## src/mcu_reset_control_defs.vh

```
// Constants for the reset controller: register offsets, field positions,
// reset values, function codes and delay counts.
// Assumes a 10 MHz pclk and a 32-bit APB with word-aligned registers.
`ifndef MCU_RESET_CONTROL_DEFS_VH
`define MCU_RESET_CONTROL_DEFS_VH

// ************************************************************
// Register map
// ************************************************************
`define PIN_FUNC_OFFSET    12'h000
`define CAUSE_FLAGS_OFFSET 12'h004

// ************************************************************
// Function control codes
// ************************************************************
`define PIN_FUNC_GPO       8'h55
`define PIN_FUNC_RESET_IN  8'hAA
`define PIN_FUNC_POR       8'hAA

// ************************************************************
// Cause flag bit positions
// ************************************************************
`define FLAG_WDOG_CTRL     0
`define FLAG_LOWV_CTRL     1
`define FLAG_LOW_VOLTAGE   2
`define FLAG_CTRL_REG      3
`define CAUSE_FLAGS_POR    4'h0

// ************************************************************
// Timing
// ************************************************************
`define CLK_PERIOD_NS      100
`define SW_RESET_DELAY_NS  2000
`define STARTUP_DELAY_NS   5000
// Least times, rounded up to whole cycles
`define SW_RESET_CYCLES \
  ((`SW_RESET_DELAY_NS + `CLK_PERIOD_NS - 1) / `CLK_PERIOD_NS)
`define STARTUP_CYCLES \
  ((`STARTUP_DELAY_NS + `CLK_PERIOD_NS - 1) / `CLK_PERIOD_NS)
`define DELAY_CNT_W        8

`endif

```

## src/mcu_reset_control.v

```verilog
// Reset controller: merges power-on, shared pin, low-voltage, watchdog and
// control-code resets, times the delays and owns two APB registers.
// Assumes pin and low-voltage inputs are asynchronous; the watchdog and
// control-code requests come as one-cycle pulses on pclk.
//
// What this block does
// - Power-on clears program counter to zero
// - Power-up presets all port registers high
// - Falling shared pin resets in reset mode
// - Pin reset only when control selects it
// - Extra delay after pin returns high
// - Pin reset while running keeps some registers
// - Decode output and reset-input codes
// - Invalid code resets after software delay
// - Power-on loads reset-input code
// - Invalid code reset sets flag bit 3
// - All resets except watchdog restore control
// - Reset-input mode overrides other pin sharing
// - Flags set by hardware, cleared by software
// - Upper four flag bits read zero
// - Low voltage gives full reset
// - Watchdog overflow resets the core
// - Low pin level restarts from address zero
// - Watchdog code reset sets flag bit 0
// - Low-voltage code reset sets flag bit 1
//
// Register access over APB and the register addresses were decided locally.
`timescale 1ns/1ps
`include "mcu_reset_control_defs.vh"

module mcu_reset_control
(
  input  wire        pclk,
  input  wire        presetn,
  input  wire        psel,
  input  wire        penable,
  input  wire        pwrite,
  input  wire [11:0] paddr,
  input  wire [31:0] pwdata,
  output wire [31:0] prdata,
  output wire        pready,
  output wire        pslverr,
  input  wire        shared_pin_in,
  input  wire        gpo_data,
  input  wire        alt_func_oe,
  input  wire        alt_func_out,
  output wire        shared_pin_out,
  output wire        shared_pin_output_enable,
  input  wire        low_voltage_detector,
  input  wire        watchdog_overflow,
  input  wire        wdog_ctrl_reset_req,
  input  wire        lowv_ctrl_reset_req,
  output wire        core_reset_n,
  output wire        full_init
);

  localparam [1:0] ST_RUN  = 2'd0;
  localparam [1:0] ST_HOLD = 2'd1;
  localparam [1:0] ST_WAIT = 2'd2;
  // Delay counts cut to the counter width on purpose
  localparam integer STARTUP_CYC = `STARTUP_CYCLES;
  localparam integer SW_CYC      = `SW_RESET_CYCLES;
  localparam [`DELAY_CNT_W-1:0] STARTUP_LAST =
    STARTUP_CYC[`DELAY_CNT_W-1:0] - 1'b1;
  localparam [`DELAY_CNT_W-1:0] SW_LAST =
    SW_CYC[`DELAY_CNT_W-1:0] - 1'b1;

  reg  [1:0]              state_reg;
  reg  [1:0]              state_next;
  reg  [`DELAY_CNT_W-1:0] cnt_reg;
  reg  [`DELAY_CNT_W-1:0] cnt_next;
  reg  [`DELAY_CNT_W-1:0] sw_cnt_reg;
  reg                     sw_pend_reg;
  reg                     sw_fire;
  reg  [7:0]              pin_func_reg;
  reg  [3:0]              flags_reg;
  reg  [3:0]              flags_next;
  reg                     full_reg;
  reg                     full_next;
  reg                     core_reset_n_reg;
  reg                     pin_meta_reg;
  reg                     pin_sync_reg;
  reg                     pin_prev_reg;
  reg                     lv_meta_reg;
  reg                     lv_sync_reg;
  reg                     pin_out_reg;
  reg                     pin_oe_reg;
  reg                     pready_reg;
  reg                     pslverr_reg;
  reg  [31:0]             prdata_reg;
  reg                     restore_func;
  wire                    mode_reset_in;
  wire                    mode_gpo;
  wire                    code_bad;
  wire                    pin_fall;
  wire                    hold_src;
  wire                    acc;
  wire                    hit_func;
  wire                    hit_flags;
  wire                    wr_done;

  // ************************************************************
  // Input synchronisers
  // ************************************************************

  // Two flops on each asynchronous input, third on the pin only for edge history
  // History flops reset high, the pull-up level: no false fall
  // after reset. Edge logic reads the second and third flops.
  always @(posedge pclk or negedge presetn)
    if (!presetn)
    begin
      pin_meta_reg <= 1'b1;
      pin_sync_reg <= 1'b1;
      pin_prev_reg <= 1'b1;
      lv_meta_reg  <= 1'b0;
      lv_sync_reg  <= 1'b0;
    end
    else
    begin
      pin_meta_reg <= shared_pin_in;
      pin_sync_reg <= pin_meta_reg;
      pin_prev_reg <= pin_sync_reg;
      lv_meta_reg  <= low_voltage_detector;
      lv_sync_reg  <= lv_meta_reg;
    end

  // ************************************************************
  // Function code decode
  // ************************************************************

  // Only the two exact codes are valid
  // Any other code is a fault; pin then takes alternate drive
  assign mode_reset_in = (pin_func_reg == `PIN_FUNC_RESET_IN);
  assign mode_gpo      = (pin_func_reg == `PIN_FUNC_GPO);
  assign code_bad      = !mode_reset_in && !mode_gpo;

  // Pin reset sources honoured only in reset-input mode
  assign pin_fall = mode_reset_in && pin_prev_reg &&
                    !pin_sync_reg;
  assign hold_src = (mode_reset_in && !pin_sync_reg) ||
                    lv_sync_reg;

  // ************************************************************
  // Invalid code delay
  // ************************************************************

  // Request latched; rewriting a valid code cannot cancel it
  // Latching only while running stops a held core from queueing
  // a second request; a pending one still times out in reset.
  always @(posedge pclk or negedge presetn)
    if (!presetn)
    begin
      sw_pend_reg <= 1'b0;
      sw_cnt_reg  <= {`DELAY_CNT_W{1'b0}};
    end
    else if (sw_fire)
    begin
      sw_pend_reg <= 1'b0;
      sw_cnt_reg  <= {`DELAY_CNT_W{1'b0}};
    end
    else if (sw_pend_reg)
      sw_cnt_reg <= sw_cnt_reg + 1'b1;
    else if (code_bad && core_reset_n_reg)
      sw_pend_reg <= 1'b1;

  // Fire once the software reset delay has elapsed
  always @*
    sw_fire = sw_pend_reg && (sw_cnt_reg == SW_LAST);

  // ************************************************************
  // Reset sequencer
  // ************************************************************

  // Choose next phase, delay count and kind of reset
  // Low voltage ranks first, then the pin, then latched codes and
  // the watchdog. Low voltage or a low pin seen during the wait re-enters the hold
  // phase, so the start-up count always runs from a quiet input.
  always @*
  begin
    state_next   = state_reg;
    cnt_next     = cnt_reg;
    full_next    = full_reg;
    restore_func = 1'b0;
    case (state_reg)
      ST_RUN:
      begin
        if (lv_sync_reg)
        begin
          state_next   = ST_HOLD;
          full_next    = 1'b1;
          restore_func = 1'b1;
        end
        else if (pin_fall)
        begin
          state_next   = ST_HOLD;
          full_next    = 1'b0;
          restore_func = 1'b1;
        end
        else if (sw_fire || wdog_ctrl_reset_req ||
                 lowv_ctrl_reset_req)
        begin
          state_next   = ST_WAIT;
          cnt_next     = {`DELAY_CNT_W{1'b0}};
          full_next    = 1'b1;
          restore_func = 1'b1;
        end
        else if (watchdog_overflow)
        begin
          state_next = ST_WAIT;
          cnt_next   = {`DELAY_CNT_W{1'b0}};
          full_next  = 1'b0;
        end
      end
      ST_HOLD:
      begin
        cnt_next = {`DELAY_CNT_W{1'b0}};
        if (lv_sync_reg)
          full_next = 1'b1;
        if (!hold_src)
          state_next = ST_WAIT;
      end
      ST_WAIT:
      begin
        if (hold_src)
        begin
          state_next = ST_HOLD;
          full_next  = full_reg || lv_sync_reg;
          restore_func = 1'b1;
        end
        else if (cnt_reg == STARTUP_LAST)
          state_next = ST_RUN;
        else
          cnt_next = cnt_reg + 1'b1;
      end
      default:
        state_next = ST_WAIT;
    endcase
  end

  // Power-on starts in the start-up wait as a full reset
  // Core release taken from the next state, so it never glitches
  always @(posedge pclk or negedge presetn)
    if (!presetn)
    begin
      state_reg        <= ST_WAIT;
      cnt_reg          <= {`DELAY_CNT_W{1'b0}};
      full_reg         <= 1'b1;
      core_reset_n_reg <= 1'b0;
    end
    else
    begin
      state_reg        <= state_next;
      cnt_reg          <= cnt_next;
      full_reg         <= full_next;
      // Core held, program counter at zero, until release
      core_reset_n_reg <= (state_next == ST_RUN);
    end

  // ************************************************************
  // APB slave
  // ************************************************************

  assign acc       = psel && penable && !pready_reg;
  assign hit_func  = (paddr == `PIN_FUNC_OFFSET);
  assign hit_flags = (paddr == `CAUSE_FLAGS_OFFSET);
  assign wr_done   = psel && penable && pready_reg && pwrite &&
                     !pslverr_reg;

  // One wait state, then a registered answer
  // Every access takes one wait state: the answer is registered
  // from the first access cycle and stands for one cycle only.
  // A write lands at the edge that completes the transfer.
  always @(posedge pclk or negedge presetn)
    if (!presetn)
    begin
      pready_reg  <= 1'b0;
      pslverr_reg <= 1'b0;
      prdata_reg  <= 32'h0000_0000;
    end
    else if (acc)
    begin
      pready_reg  <= 1'b1;
      pslverr_reg <= !(hit_func || hit_flags);
      if (hit_func && !pwrite)
        prdata_reg <= {24'h00_0000, pin_func_reg};
      else if (hit_flags && !pwrite)
        prdata_reg <= {28'h000_0000, flags_reg};
      else
        prdata_reg <= 32'h0000_0000;
    end
    else
    begin
      pready_reg  <= 1'b0;
      pslverr_reg <= 1'b0;
      prdata_reg  <= 32'h0000_0000;
    end

  // ************************************************************
  // Registers
  // ************************************************************

  // Function control: restored by every reset but the watchdog one
  // A pending invalid-code request is not cleared by this write
  always @(posedge pclk or negedge presetn)
    if (!presetn)
      pin_func_reg <= `PIN_FUNC_POR;
    else if (restore_func)
      pin_func_reg <= `PIN_FUNC_POR;
    else if (wr_done && hit_func)
      pin_func_reg <= pwdata[7:0];

  // Cause flags: software writes zero to clear, a set wins
  // Clear and set in one cycle: the set is applied last and wins
  always @*
  begin
    flags_next = flags_reg;
    if (wr_done && hit_flags)
      flags_next = flags_reg & pwdata[3:0];
    if (state_reg == ST_RUN && sw_fire)
      flags_next[`FLAG_CTRL_REG] = 1'b1;
    if (state_reg == ST_RUN && wdog_ctrl_reset_req)
      flags_next[`FLAG_WDOG_CTRL] = 1'b1;
    if (state_reg == ST_RUN && lowv_ctrl_reset_req)
      flags_next[`FLAG_LOWV_CTRL] = 1'b1;
    if (lv_sync_reg)
      flags_next[`FLAG_LOW_VOLTAGE] = 1'b1;
  end

  always @(posedge pclk or negedge presetn)
    if (!presetn)
      flags_reg <= `CAUSE_FLAGS_POR;
    else
      flags_reg <= flags_next;

  // ************************************************************
  // Shared pin
  // ************************************************************

  // Reset-input mode overrides any alternate function drive
  // Registered drive: the pin follows a code change one cycle late
  always @(posedge pclk or negedge presetn)
    if (!presetn)
    begin
      pin_oe_reg  <= 1'b0;
      pin_out_reg <= 1'b0;
    end
    else if (mode_reset_in)
    begin
      pin_oe_reg  <= 1'b0;
      pin_out_reg <= 1'b0;
    end
    else if (mode_gpo)
    begin
      pin_oe_reg  <= 1'b1;
      pin_out_reg <= gpo_data;
    end
    else
    begin
      pin_oe_reg  <= alt_func_oe;
      pin_out_reg <= alt_func_out;
    end

  // ************************************************************
  // Outputs
  // ************************************************************
  // All outputs come straight from flops
  assign prdata                   = prdata_reg;
  assign pready                   = pready_reg;
  assign pslverr                  = pslverr_reg;
  assign shared_pin_out           = pin_out_reg;
  assign shared_pin_output_enable = pin_oe_reg;
  assign core_reset_n             = core_reset_n_reg;
  assign full_init                = full_reg;

endmodule // mcu_reset_control

```

## config.mk

```make
export PLATFORM = sky130hd
export DESIGN_NAME = mcu_reset_control
export DESIGN_NICKNAME = d
export VERILOG_FILES = /design/src/mcu_reset_control.v
export VERILOG_INCLUDE_DIRS = /design/src
export SDC_FILE = /design/constraint.sdc
export NUM_CORES = 1
export LEC_CHECK = 0
export BUFFER_PORTS_ARGS = -buffer_cell sky130_fd_sc_hd__buf_2
export CORE_MARGIN = 2
export CORE_UTILIZATION = 35
export CTS_BUF_LIST = sky130_fd_sc_hd__clkbuf_4 sky130_fd_sc_hd__clkbuf_8 sky130_fd_sc_hd__clkbuf_16
export CTS_CLUSTER_SIZE = 8
export DETAILED_ROUTE_END_ITERATION = 8
export GPL_ROUTABILITY_DRIVEN = 0
export HOLD_SLACK_MARGIN = 0.08
export PLACE_DENSITY = 0.63
export SLEW_MARGIN = 20
export SYNTH_ARGS = -nofsm -noshare
export SYNTH_HDL_FRONTEND = slang
export SYNTH_SLANG_ARGS = --single-unit
```

## constraint.sdc

```tcl
create_clock -name pclk -period 5.4 [get_ports pclk]
set_clock_uncertainty 0.15 [all_clocks]
set_input_delay 1.08 -clock pclk [delete_from_list [all_inputs] [get_ports pclk]]
set_output_delay 1.08 -clock pclk [all_outputs]
set_load 0.02 [all_outputs]
```

; Word-level counts from Yosys, hierarchy flattened
; Cells that the tools add are included.
; Widths: inputs -> output; s select.
[word_totals]
romBits = 0
regBits = 74
latch_bits = 0
out_inout_bits = 38
mem_bits_rw = 0
n_memories = 0
[op_classes]
bitwise_logic = 1
n_lt_le_gt_ge = 0
n_eq_ne = 15
n_addsub = 2
n_reduce_logical = 42
n_div = 0
mul = 0
n_shift = 0
n_mux = 48
[op_table]
columns = cell, n
row1 = $mux 8, 11
row2 = $mux 32, 1
row3 = $pmux 8 s3, 1
row4 = $mux 1, 23
row5 = $logic_and 1x1->1, 18
row6 = $add 8x1->8 const B, 2
row7 = $mux 2, 7
row8 = $eq 12x3->1 const B, 1
row9 = $logic_not 12->1, 1
row10 = $ne 2x2->1 const B, 6
row11 = $reduce_bool 2->1, 6
row12 = $eq 8x5->1 const B, 1
row13 = $eq 8x6->1 const B, 1
row14 = $eq 8x7->1 const B, 1
row15 = $eq 8x8->1 const B, 1
row16 = $mux 4, 2
row17 = $logic_not 1->1, 7
row18 = $pmux 2 s3, 1
row19 = $reduce_and 6->1, 1
row20 = $logic_or 1x1->1, 5
row21 = $ne 5x5->1 const B, 1
row22 = $and 4x4->4, 1
row23 = $logic_not 2->1, 2
row24 = $reduce_and 4->1, 1
row25 = other kinds (6), 6

; Depth between registers and ports, before layout
; Gate-level depths: netlist (run 1).
[depth]
word_depth = 9
depth_mapped = 9

; Worst setup path before layout (run 1)
; Ideal clock, no wire load.
[synth_path]
path_kind = input port to flip-flop
from = in paddr[5]
to = reg pin_func_reg[0]
cell_stages = 5
path_buffers = 0
setup_time_ns = 0.119
t_arrival_ns = 2.327
t_required_ns = 5.131
path_slack_ns = 2.804
cell_sequence = nor4_1 -> nand3_1 -> nor4_4 -> mux2i_1 -> nor2_1
[synth_between]
elab_chain_len = 3
[synth_lines]
columns = element, line
row1 = "start, declared", mcu_reset_control.v:38  ; input wire [11:0] paddr,
row2 = $logic_not 12->1 (no source line), n/a
row3 = $logic_and 1x1->1, mcu_reset_control.v:309  ; else if (wr_done && hit_func)
row4 = $reduce_bool 2->1 (no source line), n/a
row5 = "end signal, assigned", mcu_reset_control.v:306  ; pin_func_reg <= `PIN_FUNC_POR;
row6 = "end signal, assigned", mcu_reset_control.v:308  ; pin_func_reg <= `PIN_FUNC_POR;
row7 = "end signal, assigned", mcu_reset_control.v:310  ; pin_func_reg <= pwdata[7:0];
row8 = "end, declared", mcu_reset_control.v:75  ; reg [7:0] pin_func_reg;
; No other way between the ends.
; A chain may end at the register's enable or synchronous reset.

; Worst setup path after layout (run 1)
[layout_path]
from = in paddr[5]
to = reg pin_func_reg[6]
; Same word-level chain as after synthesis.

==> run metrics, run 1 <==
setup TNS 0 ns; dpl hpwl 3740 um; clk_lat worst skew 0.30 ns; cell area after placement 0.00289 sq mm; Mapped Cells 257; fill count 738; Hold Crit Class register to register; Synth area leaders dfrtp_1 (39%), dfstp_2 (8.9%), buf_4 (6.8%); vias in the first global route 1,850; final hold violation count 0; Core Box Area 0.00729 sq mm; Setup crit start paddr[5]; Synth-to-Final Area Change 12.6%; share of the synthesized area in the top cell type 38.7%; Highest Clock Rate 0.377 GHz; sequential fraction of design power 44.8%; Switching Power 0.000430 W; r2r setup slk 3.04 ns; IO Port Bufs 46; Pre-antenna DRT Iters 5; H-tree levels 2; crit path max fanout 8; CTS tree yes; # setup viols final 0; worst slew pin tran 0.728 ns; chip height 91.0 um; gr ovfl total 0; layout net count 369; Peak VDD IR 156 uV; Max Cap Viol 0; Routed WL 5100 um; busiest grt layer met2; vias per std cell 4.72; largest net degree at the start of global routing 51; WS Path Type input port to register; met3 Usage GRT 2.57%; r2r startpoint cnt_reg[1]; clock-pin slew on the worst setup and hold paths 0.09 ns; startpoint types input port; die area 0.00828 sq mm; sw frac 38.1%; first-pass GRT wire length 8670 um; Post-synth ARST share 100%; Post-synth top flop dfrtp_1; Post-Route Utilization 40.9%; DR WL/cell 12.6 um; post-layout min period 2.65 ns; status finished clean; antenna cells 0; Leakage 1.39 nW; ratio of cells with drive above 1 in the final layout 24.3%; Root Buffer clkbuf_8; Detailed Route Iter0 Violations 113; Comb pwr share 35.9%; Rows 31; Syn Area/Cell 10.3 sq um; met1 Usage GRT 17.0%; DIE WIDTH 91.0 um; Longest Clk Path Bufs 2; CTS buffer count 5; Slew Viols, Final 0; RSZ-0062 raised after global routing no; reg2reg end core_reset_n; final period utilization 49.1%; Synth area leader dfrtp_1; postcts setup bufs 0; # DRC 0; Yosys reg bits 50; Internal 0.000698 W; relative slew slack 51.1%; met2 global-route usage 21.0%; pwr/cell area 378 mW/mm^2; total track usage 12.9%; CP Data Arrival Time 2.70 ns; post-synthesis sequential area ratio 47.6%; Starting Density 36.3%; Synth Cell Area 0.00265 sq mm; hold_buf cts 0; Finished Cell Area 0.00298 sq mm; Top-Level Pins 95; post-CTS sizing 0; Vias 1,908; yosys warns 0; end of the critical path pin_func_reg[6]; WP data required 5.45 ns; EDFF count, synth 0; Critical Path End Type register; CTS sink cnt 50; R2R cell count 7; antenna-violating nets left 0; Synth cell types 56; antenna violations before repair 0; clock share of power 19.3%
layout by cell type (no fill, tap or decap), drive strengths merged, types with 2 or more instances in the layout:
cell	instances
a21o	3
a21oi	9
a31oi	9
and2	6
and3	2
and4bb	2
buf	47
clkbuf	6
clkinv	2
conb	24
dfrtp	41
dfstp	9
ha	8
inv	8
mux2	2
mux2i	13
nand2	23
nand2b	3
nand3	7
nand4	4
nor2	26
nor3	5
nor4	3
nor4bb	2
o21a	2
o21ai	7
o22ai	3
o31ai	4
or4	2
or4b	2
xnor2	3
xor2	2
power by group through the flow:
| stage | logic (W) | registers (W) | clock network, W |
|---|---|---|---|
| after global routing | 0.000457 | 0.000516 | 0.000247 |
| after floorplan | 0.000332 | 0.000497 | 0 |
| after global placement | 0.000396 | 0.000509 | 0 |
| final | 0.000404 | 0.000505 | 0.000218 |
| after detailed placement | 0.000402 | 0.000513 | 0 |
| after CTS | 0.000405 | 0.000506 | 0.000228 |
Yosys cell counts (2+ instances only):
cell      count
nand2b_1      3
o21ai_0       6
a21oi_1       9
ha_1          8
a21o_1        3
nand2_1      23
dfstp_2       9
nor4bb_1      2
nand3_1       7
xnor2_1       3
nor4_1        2
dfrtp_1      41
xor2_1        2
and2_1        6
o21a_1        2
inv_1         8
o31ai_4       2
mux2i_1      13
nor3_1        5
clkbuf_1      4
nand4_1       4
buf_4        24
nor2_1       26
and3_1        2
o22ai_1       3
and4bb_2      2
a31oi_1       9
final cells by class:
class | instances | area, sq um | area share, %
multi-input combinational | 192 | 1240 | 41.6
tap | 99 | 124 | 4.15
timing repair buffer | 47 | 238 | 7.97
inverter | 8 | 30.0 | 1.01
sequential | 50 | 1260 | 42.3
clock inverter | 2 | 13.8 | 0.461
clock buffer | 6 | 76.3 | 2.56
cells by family (layout without fill, tap and decap cells):
logic type,count (synthesis),after routing,synth area share [%]
simple gates,94,94,19.4
xor+xnor,5,5,1.65
fa+ha+maj,8,8,3.78
mux,15,15,5.76
other cells,1,24,0.142
flops,50,50,47.6
compound gates,46,46,12.8
buf+inv,38,63,8.83
metal layers:
| layer | vias to the layer above | share of wire, % |
|---|---|---|
| met4 | 0 | 1.5 |
| met1 | 886 | 46 |
| met2 | 59 | 47 |
| met5 | - | 0 |
| li1 | 957 | - |
| met3 | 6 | 5.1 |
worst max-delay path: stages:
cell and delay [ns]:
buf_2 0.09, nor4_1 0.30, nand3_1 0.23, nor4_4 0.67
mux2i_1 0.27, nor2_1 0.06
how the worst min path moves through the flow:
stage,start,endpoint,slack [ns],cells past startpoint
6_report,lv_meta_reg,lv_sync_reg,0.21,0
5_1_grt,pin_meta_reg,pin_sync_reg,0.22,0
4_1_cts,lv_meta_reg,lv_sync_reg,0.21,0
3_5_place_dp,lv_meta_reg,lv_sync_reg,0.19,0
3_3_place_gp,lv_meta_reg,lv_sync_reg,0.18,0
2_1_floorplan,lv_meta_reg,lv_sync_reg,0.18,0
metrics by stage:
| stage | cells | hold WS (ns) | total power [W] | worst slack, ns |
|---|---|---|---|---|
| 2_1_floorplan | 280 | 0.181 | 0.000829 | 2.80 |
| 3_3_place_gp | 396 | 0.183 | 0.000905 | 2.49 |
| 3_5_place_dp | 396 | 0.191 | 0.000914 | 2.44 |
| 4_1_cts | 404 | 0.212 | 0.00114 | 2.78 |
| 5_1_grt | 404 | 0.220 | 0.00122 | 2.62 |
| 6_report | 404 | 0.208 | 0.00113 | 2.75 |
Power figures use the tool's default switching activity.
==> run 2: changes to the inputs <==
PLACE_DENSITY = 0.65   (was 0.63)
clock period = 2.2 ns   (was 5.4 ns; I/O delays follow)
==> run 2 against run 1 <==
  * Utilization up 3.8 points
  * Cell area up 9.3%
  * Hold slack worse by 0.13 ns
  * Non-clock buffer count up 24
  * Largest cell class is now multi-input gates
  * Clock power rose to 3.1 times the previous value
  * Routed wire length up 6.6%
  * Die area unchanged
  * Register-to-register slack worse by 3.0 ns
  * Power rose to 2.8 times the previous value
  * Highest routed layer unchanged
==> run metrics, run 2 (synthesis gave the netlist of run 1 again) <==
Placed Instances 417 (+5.3%); fill count 715 (-3.1%); sw frac 36.3% (-1.8 points); R2R cell count 6 (-1); pwr/cell area 977 mW/mm^2 (+160%); Highest Clock Rate 0.455 GHz; clk_lat worst skew 0.31 ns (about the same); Rows 31 (unchanged); commonest cells after routing, fill and taps aside buf_2 (46), dfrtp_1 (41), nor2_1 (26); CTS sink cnt 50 (unchanged); final period utilization 99.9%; Switching Power 0.00116 W (+170%); WP data required 2.27 ns (-3.18 ns); crit path max fanout 4 (-4); commonest non-fill, non-tap cell in the layout buf_2; vias in the first global route 1,949 (+5.4%); clock-pin slew on the worst setup and hold paths 0.09 ns (about the same); worst slew pin tran 0.629 ns (-0.0987 ns); layout net count 393 (+6.5%); Cell Count, Final, Fillers Out 428 (+5.9%); pre-CTS setup slack -0.00888 ns (-2.45 ns); # setup viols final 0 (unchanged); Max Cap Viol 0 (unchanged); WS Path Type register to register; setup TNS 0 ns (unchanged); gr ovfl total 0 (unchanged); Synth-to-Final Area Change 23.0%; RSZ-0062 raised after global routing yes; status finished clean; largest net degree at the start of global routing 51 (unchanged); Routed WL 5430 um (+6.6%); Detailed Route Iter0 Violations 150 (+33%); Slew Viols, Final 0 (unchanged); Top-Level Pins 95 (unchanged); DIE WIDTH 91.0 um (unchanged); Leakage 1.52 nW (+9.7%); H-tree levels 2 (unchanged); relative slew slack 58.1% (+6.9 points); Vias 2,038 (+6.8%); clock share of power 20.9% (+1.6 points); Root Buffer clkbuf_8; r2r setup slk 0.002 ns (-3.04 ns); vias per std cell 4.76 (+0.82%); # DRC 0 (unchanged); CTS tree yes; Comb pwr share 41.2% (+5.3 points); Pre-antenna DRT Iters 4 (-1); sequential fraction of design power 37.8% (-7.0 points); Hold Crit Class input port to asynchronous set/reset pin; IO Port Bufs 46 (unchanged); antenna cells 0 (unchanged); Internal 0.00203 W (+190%); Setup crit start sw_cnt_reg[3]; Critical Path End Type register; Setup WS post-layout 0.00221 ns (-2.75 ns); first-pass GRT wire length 8990 um (+3.7%); post-layout min period 2.20 ns; die area 0.00828 sq mm (unchanged); antenna violations before repair 0 (unchanged); reg2reg end cnt_reg[3]; antenna-violating nets left 0 (unchanged); final hold violation count 0 (unchanged); CP Data Arrival Time 2.27 ns (-0.43 ns); Longest Clk Path Bufs 2 (unchanged); ratio of cells with drive above 1 in the final layout 32.5% (+8.3 points); Core Box Area 0.00729 sq mm (unchanged); end of the critical path cnt_reg[3]; total track usage 13.2% (+0.31 points); CTS buffer count 5 (unchanged); Post-Route Utilization 44.7% (+3.8 points); dpl hpwl 3960 um (+6.1%); r2r startpoint sw_cnt_reg[3]; Peak VDD IR 355 uV (+130%); startpoint types register; Starting Density 36.3% (unchanged); DR WL/cell 12.7 um (+0.60%); chip height 91.0 um (unchanged)
run 2: worst max-delay path, cell delays in order, from the launching register on:
cell     delay (ns)
dfrtp_1        0.39
or4_4          0.55
o31ai_2        0.39
buf_4          0.18
and4b_1        0.23
a21oi_1        0.08
a31oi_1        0.15
run 2: per-stage QoR:
step / area (sq um) / hold slack (ns) / power (W)
2_1_floorplan: 2740 / -0.00559 / 0.00203
3_3_place_gp: 3060 / 0.182 / 0.00241
3_5_place_dp: 3060 / 0.191 / 0.00242
4_1_cts: 3190 / 0.0922 / 0.00311
5_1_grt: 3260 / 0.0853 / 0.00342
6_report: 3260 / 0.0729 / 0.00318
run 2: cell type report:
cell class              instances  area, sq um  area share (%)
well taps                      99          124            3.80
clock inverters                 3         47.5            1.46
flip-flops and latches         50         1260            38.7
inverters                       8         30.0           0.921
clock buffers                   5         68.8            2.11
repair buffers                 71          437            13.4
multi-input cells             192         1290            39.6
run 2: worst min path at each step:
stage	start	endpoint	slack, ns	cells after the start
6_report	presetn	prdata[6]	0.07	2
5_1_grt	low_voltage_detector	lv_meta_reg	0.09	1
2_1_floorplan	presetn	cnt_reg[0]	-0.006	0
4_1_cts	low_voltage_detector	lv_meta_reg	0.09	1
3_3_place_gp	lv_meta_reg	lv_sync_reg	0.18	0
3_5_place_dp	lv_meta_reg	lv_sync_reg	0.19	0
run 2: timing repair:
item / in CTS / in global routing
pin swaps: 0 / 5
hold buffers: 1 / 0
endpoints found under the setup margin: 1 / 10
endpoints found under the hold margin: 1 / 0
buffers inserted: 0 / 2
gates resized for setup: 1 / 13
run 2: layer usage:
layer  vias up  wire, um  part of all wire, %  global-route usage [%]
met5         -         0                    0                       0
met4         0        45                 0.83                    4.42
met3         4       253                  4.7                    2.32
met2        55      2610                   48                    22.5
met1       976      2530                   46                    16.9
li1       1003         -                    -                       -
run 2: power groups by stage:
stage	registers, W	logic [W]	clock network [W]
after global routing	0.00122	0.00146	0.000743
after detailed placement	0.00121	0.00121	0
final	0.00120	0.00131	0.000667
after CTS	0.00120	0.00122	0.000690
after global placement	0.00121	0.00120	0
after floorplan	0.00122	0.000816	0
